**src/timer_prescaler_pkg.sv**
```systemverilog
package timer_prescaler_pkg;

   // timer configuration word, low six bits
   typedef struct packed {
      logic       count_source_select;     // 1 = external pin, 0 = instruction cycle
      logic       count_edge_select;       // 1 = falling pin edge counts
      logic       prescaler_assign_select; // 1 = watchdog, 0 = timer
      logic [2:0] prescale_ratio_field;    // ratio code
   } option_t;

   // configuration fuses
   typedef struct packed {
      logic       code_protect_fuse;       // 0 = protection on
      logic       watchdog_enable_fuse;    // 1 = watchdog runs
      logic [1:0] osc_type_select;         // oscillator type
   } fuse_t;

   // option word after any reset
   localparam option_t OPTION_RESET = 6'h3f;
   localparam fuse_t   FUSE_RESET   = 4'hf;

   // phase counter codes inside one instruction cycle
   localparam logic [1:0] PHASE_ONE   = 2'h0;
   localparam logic [1:0] PHASE_TWO   = 2'h1;
   localparam logic [1:0] PHASE_FOUR  = 2'h3;

   // shared scaler
   localparam int         PRE_W       = 8;
   localparam logic [7:0] PRE_ZERO    = 8'h00;

   // write inhibit, in instruction cycles
   localparam logic [1:0] INHIBIT_CYCLES = 2'h2;
   localparam logic [1:0] INHIBIT_NONE   = 2'h0;

   // watchdog base period in rc oscillator ticks
   localparam logic [7:0] WDT_BASE_LAST = 8'hff;
   localparam logic [7:0] WDT_ZERO      = 8'h00;

   // reset hold time
   localparam int CLK_PERIOD_NS = 100;
   localparam int HOLD_TIME_MS  = 18;
   localparam int HOLD_CYCLES   = (HOLD_TIME_MS * 1000000) / CLK_PERIOD_NS;
   localparam int HOLD_W        = 18;
   localparam logic [17:0] HOLD_ZERO = 18'h00000;

endpackage

```
**src/timer_prescaler.sv**
```systemverilog
`timescale 1ns/1ps
module timer_prescaler #(
   parameter int RESET_HOLD_CYCLES = timer_prescaler_pkg::HOLD_CYCLES
) (
   // clock and reset
   input  wire logic                         ref_clk,
   input  wire logic                         sys_rst,
   // external count pin
   input  wire logic                         ext_count_clock_pin,
   // core side
   input  wire logic                         option_write,
   input  wire timer_prescaler_pkg::option_t option_wdata,
   input  wire logic                         timer_write,
   input  wire logic [7:0]                   timer_wdata,
   input  wire logic                         watchdog_clear_op,
   input  wire logic                         sleep_req,
   // watchdog rc oscillator tick
   input  wire logic                         wdt_osc_tick,
   // fuse straps
   input  wire timer_prescaler_pkg::fuse_t   fuse_strap,
   // status
   output logic [7:0]                        timer_count_reg,
   output timer_prescaler_pkg::option_t      option_reg,
   output timer_prescaler_pkg::fuse_t        fuse_reg,
   output logic                              wdt_timeout_reg,
   output logic                              in_reset_reg,
   output logic                              sleeping_reg
);

   // internal state
   logic [1:0]  phase_reg;         // instruction cycle phase
   logic [7:0]  pre_reg;
   logic        src_prev_reg;      // previous source level
   logic        sample_reg;        // sampled timer input
   logic        edge_pend_reg;     // captured edge awaiting increment
   logic [1:0]  inhibit_reg;       // instruction cycles left to inhibit
   logic [7:0]  wdt_base_reg;      // watchdog base counter
   logic [17:0] hold_reg;          // reset hold counter

   // decode
   wire running      = !in_reset_reg && !sleeping_reg;
   wire to_timer     = !option_reg.prescaler_assign_select;
   wire [2:0] ratio  = option_reg.prescale_ratio_field;
   wire pin_level    = ext_count_clock_pin ^ option_reg.count_edge_select;
   wire src_level    = option_reg.count_source_select ? pin_level : phase_reg[1];
   wire src_rise     = src_level && !src_prev_reg;
   wire pre_tap      = pre_reg[ratio];
   wire timer_in     = to_timer ? pre_tap : src_level;
   wire sample_go    = running && (phase_reg == timer_prescaler_pkg::PHASE_TWO ||
                                   phase_reg == timer_prescaler_pkg::PHASE_FOUR);
   wire edge_seen    = sample_go && timer_in && !sample_reg;
   wire write_go     = running && timer_write;
   wire cycle_end    = running && phase_reg == timer_prescaler_pkg::PHASE_FOUR;
   wire wdt_on       = fuse_reg.watchdog_enable_fuse;
   wire wdt_clr      = running && watchdog_clear_op;
   wire base_wrap    = wdt_on && wdt_osc_tick && wdt_base_reg == timer_prescaler_pkg::WDT_BASE_LAST;
   wire [7:0] wmask  = (8'h01 << ratio) - 8'h01;
   wire wdt_fire     = base_wrap && (to_timer || (pre_reg & wmask) == wmask);
   wire dev_reset    = wdt_fire && !sleeping_reg;
   wire hold_done    = hold_reg == 18'(RESET_HOLD_CYCLES - 1);
   wire pre_clear    = dev_reset || (write_go && to_timer) ||
                       (wdt_clr && !to_timer);
   wire pre_step     = to_timer ? src_rise : base_wrap;
   wire inhibit_on   = inhibit_reg != timer_prescaler_pkg::INHIBIT_NONE;

   // phase counter, stopped in reset hold and sleep
   always_ff @(posedge ref_clk or posedge sys_rst)
   begin
      if (sys_rst)
         phase_reg <= timer_prescaler_pkg::PHASE_ONE;
      else if (running)
         phase_reg <= phase_reg + 2'h1;
   end

   // shared scaler: cleared by reset, by a timer write while on the timer, or by a watchdog clear while on the watchdog
   always_ff @(posedge ref_clk or posedge sys_rst)
   begin
      if (sys_rst)
         pre_reg <= timer_prescaler_pkg::PRE_ZERO;
      else if (pre_clear)
         pre_reg <= timer_prescaler_pkg::PRE_ZERO;
      else if (pre_step)
         pre_reg <= pre_reg + 8'h01;
   end

   // source edge history
   always_ff @(posedge ref_clk or posedge sys_rst)
   begin
      if (sys_rst)
         src_prev_reg <= 1'b0;
      else
         src_prev_reg <= src_level;
   end

   // synchroniser: capture on phase two and four, increment one clock later
   always_ff @(posedge ref_clk or posedge sys_rst)
   begin
      if (sys_rst)
      begin
         // taken as high, so a level already high at reset is no edge
         sample_reg    <= 1'b1;
         edge_pend_reg <= 1'b0;
      end
      else if (dev_reset)
      begin
         // same after a watchdog reset, when the option word reverts
         sample_reg    <= 1'b1;
         edge_pend_reg <= 1'b0;
      end
      else
      begin
         if (sample_go)
            sample_reg <= timer_in;
         edge_pend_reg <= edge_seen;
      end
   end

   // timer count: write wins, then inhibited or pending increment
   always_ff @(posedge ref_clk or posedge sys_rst)
   begin
      if (sys_rst)
         timer_count_reg <= 8'h00;
      else if (write_go)
         timer_count_reg <= timer_wdata;
      else if (edge_pend_reg && !inhibit_on && running)
         timer_count_reg <= timer_count_reg + 8'h01;
   end

   // increment inhibit after a timer write
   always_ff @(posedge ref_clk or posedge sys_rst)
   begin
      if (sys_rst)
         inhibit_reg <= timer_prescaler_pkg::INHIBIT_NONE;
      else if (write_go)
         inhibit_reg <= timer_prescaler_pkg::INHIBIT_CYCLES;
      else if (cycle_end && inhibit_on)
         inhibit_reg <= inhibit_reg - 2'h1;
   end

   // configuration word, writable at any time while running
   always_ff @(posedge ref_clk or posedge sys_rst)
   begin
      if (sys_rst)
         option_reg <= timer_prescaler_pkg::OPTION_RESET;
      else if (dev_reset)
         option_reg <= timer_prescaler_pkg::OPTION_RESET;
      else if (running && option_write)
         option_reg <= option_wdata;
   end

   // fuses follow the straps during reset hold, frozen afterwards
   always_ff @(posedge ref_clk or posedge sys_rst)
   begin
      if (sys_rst)
         fuse_reg <= timer_prescaler_pkg::FUSE_RESET;
      else if (in_reset_reg)
         fuse_reg <= fuse_strap;
   end

   // watchdog base counter on its own oscillator tick
   always_ff @(posedge ref_clk or posedge sys_rst)
   begin
      if (sys_rst)
         wdt_base_reg <= timer_prescaler_pkg::WDT_ZERO;
      else if (wdt_clr || dev_reset)
         wdt_base_reg <= timer_prescaler_pkg::WDT_ZERO;
      else if (wdt_on && wdt_osc_tick)
         wdt_base_reg <= wdt_base_reg + 8'h01;
   end

   // timeout pulse
   always_ff @(posedge ref_clk or posedge sys_rst)
   begin
      if (sys_rst)
         wdt_timeout_reg <= 1'b0;
      else
         wdt_timeout_reg <= wdt_fire;
   end

   // reset hold timer: restarts on a watchdog reset while awake
   always_ff @(posedge ref_clk or posedge sys_rst)
   begin
      if (sys_rst)
      begin
         hold_reg     <= timer_prescaler_pkg::HOLD_ZERO;
         in_reset_reg <= 1'b1;
      end
      else if (dev_reset)
      begin
         hold_reg     <= timer_prescaler_pkg::HOLD_ZERO;
         in_reset_reg <= 1'b1;
      end
      else if (in_reset_reg)
      begin
         hold_reg     <= hold_reg + 18'h00001;
         in_reset_reg <= !hold_done;
      end
   end

   // sleep: only a timeout or the external reset ends it
   always_ff @(posedge ref_clk or posedge sys_rst)
   begin
      if (sys_rst)
         sleeping_reg <= 1'b0;
      else if (sleeping_reg && wdt_fire)
         sleeping_reg <= 1'b0;
      else if (running && sleep_req)
         sleeping_reg <= 1'b1;
   end
endmodule

```
**config.mk**
```make
export PLATFORM = sky130hd
export DESIGN_NAME = timer_prescaler
export DESIGN_NICKNAME = d
export VERILOG_FILES = /design/src/timer_prescaler_pkg.sv /design/src/timer_prescaler.sv
export SDC_FILE = /design/constraint.sdc
export NUM_CORES = 1
export LEC_CHECK = 0
export BUFFER_PORTS_ARGS = -buffer_cell sky130_fd_sc_hd__buf_4
export CORE_MARGIN = 3
export CORE_UTILIZATION = 60
export CTS_CLUSTER_SIZE = 8
export DETAILED_ROUTE_END_ITERATION = 8
export PLACE_DENSITY_LB_ADDON = 0.12
export SLEW_MARGIN = 20
export SYNTH_ARGS = -nofsm -noshare
export SYNTH_HDL_FRONTEND = slang
export SYNTH_SLANG_ARGS = --single-unit
```
**constraint.sdc**
```tcl
create_clock -name ref_clk -period 6.5 [get_ports ref_clk]
set_input_delay 1.3 -clock ref_clk [delete_from_list [all_inputs] [get_ports ref_clk]]
set_output_delay 1.3 -clock ref_clk [all_outputs]
set_load 0.02 [all_outputs]
```
==> qor.csv <==
metric,value,unit
first-pass GRT wire length,11.6,mm
cts hold-fix bufs,0,
drt first pass iters,5,
num ports,47,
crit-path cells,buf_4 -> and4_1 -> nand4b_1 -> o31ai_4 -> buf_4 -> nor3_1,
wire length per cell,15.3,um
Core Box Area,5200,um^2
1st-iter DRT viols,146,
number of synthesized register bits,62,
worst slew pin tran,0.888,ns
"Avg Cell Area, Syn",10.2,um^2
GRT Total Usage,23.1,%
number of antenna violations at the first check in global routing,0,
Cell variety after synth,52,
asr flop ratio synth,100,%
"Max FO, Critical Path",22,
"Cell Area, Placed",3680,um^2
CP max-delay cell,o31ai_4,
WP data arrival,3.12,ns
Clock Latency Late Sink,0.33,ns
Worst-path clk slew,0.07,ns
setup total negative slack,0,ns
"Primary FF master, synth",dfrtp_1,
kind of critical path,input pin to flip-flop,
share of layout cells above drive strength 1,23.7,%
Largest register FFs,18,
CTS max path bufs,2,
Vias/cell,5.75,
die span in y,80.1,um
setup slack after layout,3.55,ns
Synth area leaders,"dfrtp_1 (38%), dfstp_2 (9.6%), xor2_1 (5.9%), xnor2_1 (4.8%), nor2_1 (3.8%)",
relative slew slack,40.4,%
RSZ-0062 raised after global routing,no,
CTS root buf,clkbuf_8,
Critical Path RT,6.67,ns
Slew Limit Fails,0,
"Hold Vio Cnt, Final",0,
Worst VDD drop,159,uV
pin count of the biggest net entering global routing,63,
Buffers & Inverters on Critical Path,2,
final setup violating endpoints,0,
"EDFF count, synth",0,
Die Span X,80.1,um
critical path's top delay family,compound AO/OA/AOI/OAI gates,
IO buf count,46,
gp weighted congestion,0.759,
Synth area leader,dfrtp_1,
Layout Nets,404,
vias,2560,
Post-Syn Nets,357,
Max Cap Viol,0,
remaining antenna violation count,0,
DRC viols,0,
max incr delay on CP,0.68,ns
Rows,26,
status,finished clean,
Resized cells post-CTS,0,
Worst R2R Setup Slack,3.61,ns
post-synthesis sequential area ratio,47.6,%
Diodes inserted,0,
number of fill cells in the layout,394,
CTS H-tree lvls,3,
period utilization,45.4,%
vias in the first global route,2521,
Ys Warns,0,
area growth from synthesis to layout,18.0,%
gr ovfl total,0,
Cells after Synth,323,
top-area cell type share of the netlist area,38.0,%
Power Density,203,nW/um^2
pre-CTS setup slack,3.18,ns
post-detail-place hpwl,4.66,mm
post-route cell area,3890,um^2
CP endpoint kind,flip-flop,
CTS tree,done,
Initial Utilization,63.3,%
crit path launch type,input pin,
Post-Route Skew,0.0106,ns
"most used cell, CP",buf_4,
fmax,0.339,GHz
clock sinks,62,
min Tclk post-route,2.95,ns
Post-Syn Area,3290,um^2
CTS Buf Count,9,
leak pwr,1.65,nW
final WL,6.80,mm
Hold Crit Class,flip-flop to flip-flop,
die area,6410,um^2
number of buffers added for setup after CTS,0,
[worst reg2reg max path, stage by stage, from the launching register on]
cell and delay, ns:
dfstp_2 0.43, or3_1 0.39, ha_1 0.29, or3b_1 0.19
a31o_1 0.15, o2111ai_2 0.20, o31ai_4 0.59, buf_4 0.39
nor3_1 0.10
[cells in the final DEF, fill, tap and decap left out, types with 9 or more instances in the layout]
master	count
buf_4	49
clkbuf_8	11
dfrtp_1	50
dfstp_2	12
mux2i_1	9
nand2_1	25
nand3_1	13
nand4_1	12
nor2_1	33
nor3_1	16
o21ai_0	14
xnor2_1	18
xor2_1	22
[synth_stat cells (all sizes together), types with 2 or more instances]
cell and number:
nand2b 3, o211ai 2, nand4 12, a21o 2, and2 4, a31oi 2
nor2 33, ha 8, inv 9, mux2 4, o21ai 14, or3 2
o22ai 2, nor3 17, a21oi 7, nand4b 2, mux4 2, nand3 13
xnor2 18, xor2 22, a211oi 5, nor2b 4, buf 8, clkbuf 5
mux2i 9, a211o 2, and4 4, dfstp 12, dfrtp 50, and3 4
nand2 25
[power breakdown]
group,switching [mW],total (mW),internal [mW]
clock,0.153,0.351,0.197
combinational,0.0199,0.0402,0.0203
sequential,0.00742,0.399,0.391
total,0.181,0.790,0.609
[final timing paths]
check	end	depth (start not counted)	startpoint
min reg2reg	phase_reg[0]$_DFFE_PP0P_	1	phase_reg[0]$_DFFE_PP0P_
min in group asynchronous	hold_reg[4]$_DFFE_PP0P_	3	sys_rst
min	phase_reg[0]$_DFFE_PP0P_	1	phase_reg[0]$_DFFE_PP0P_
max	pre_reg[2]$_DFFE_PP0P_	6	wdt_osc_tick
max reg2reg	pre_reg[2]$_DFFE_PP0P_	8	ratio[2]$_DFFE_PP1P_
max in group asynchronous	src_prev_reg$_DFF_PP0_	3	sys_rst
[layout make-up]
cell class / count / area, um^2 / area share [%]
Clock buffer: 11 / 151 / 3.90
Inverter: 9 / 33.8 / 0.869
Clock inverter: 5 / 57.6 / 1.48
Timing Repair Buffer: 49 / 368 / 9.47
Tap cell: 70 / 87.6 / 2.25
Multi-Input combinational cell: 239 / 1620 / 41.7
Sequential cell: 62 / 1570 / 40.3
[stage by stage]
stage,hold WS [ns],util [%],cells,power (mW)
final,0.512,74.7,445,0.790
after global routing,0.548,74.7,445,0.815
after floorplan,0.475,-,323,0.423
after global placement,0.495,70.6,429,0.445
after CTS,0.515,74.7,445,0.793
after detailed placement,0.508,70.6,429,0.447
[routing by layer]
| layer | global-route usage [%] | wire (um) | vias to the layer above |
|---|---|---|---|
| met5 | 0 | 0 | - |
| met2 | 35.4 | 3170 | 66 |
| met4 | 8.45 | 74 | 0 |
| met1 | 33.0 | 3230 | 1248 |
| li1 | - | - | 1237 |
| met3 | 4.15 | 329 | 9 |
[kinds of logic after synthesis]
family                     share of synthesized area, %
muxes                                              5.47
adders and majority gates                          3.04
and+or+nand+nor                                    20.3
DFF                                                47.6
xor gates and xnor gates                           10.6
buffers and inverters                              3.19
AOI/OAI and AO/OA                                  9.80
Power figures use the tool's default switching activity.
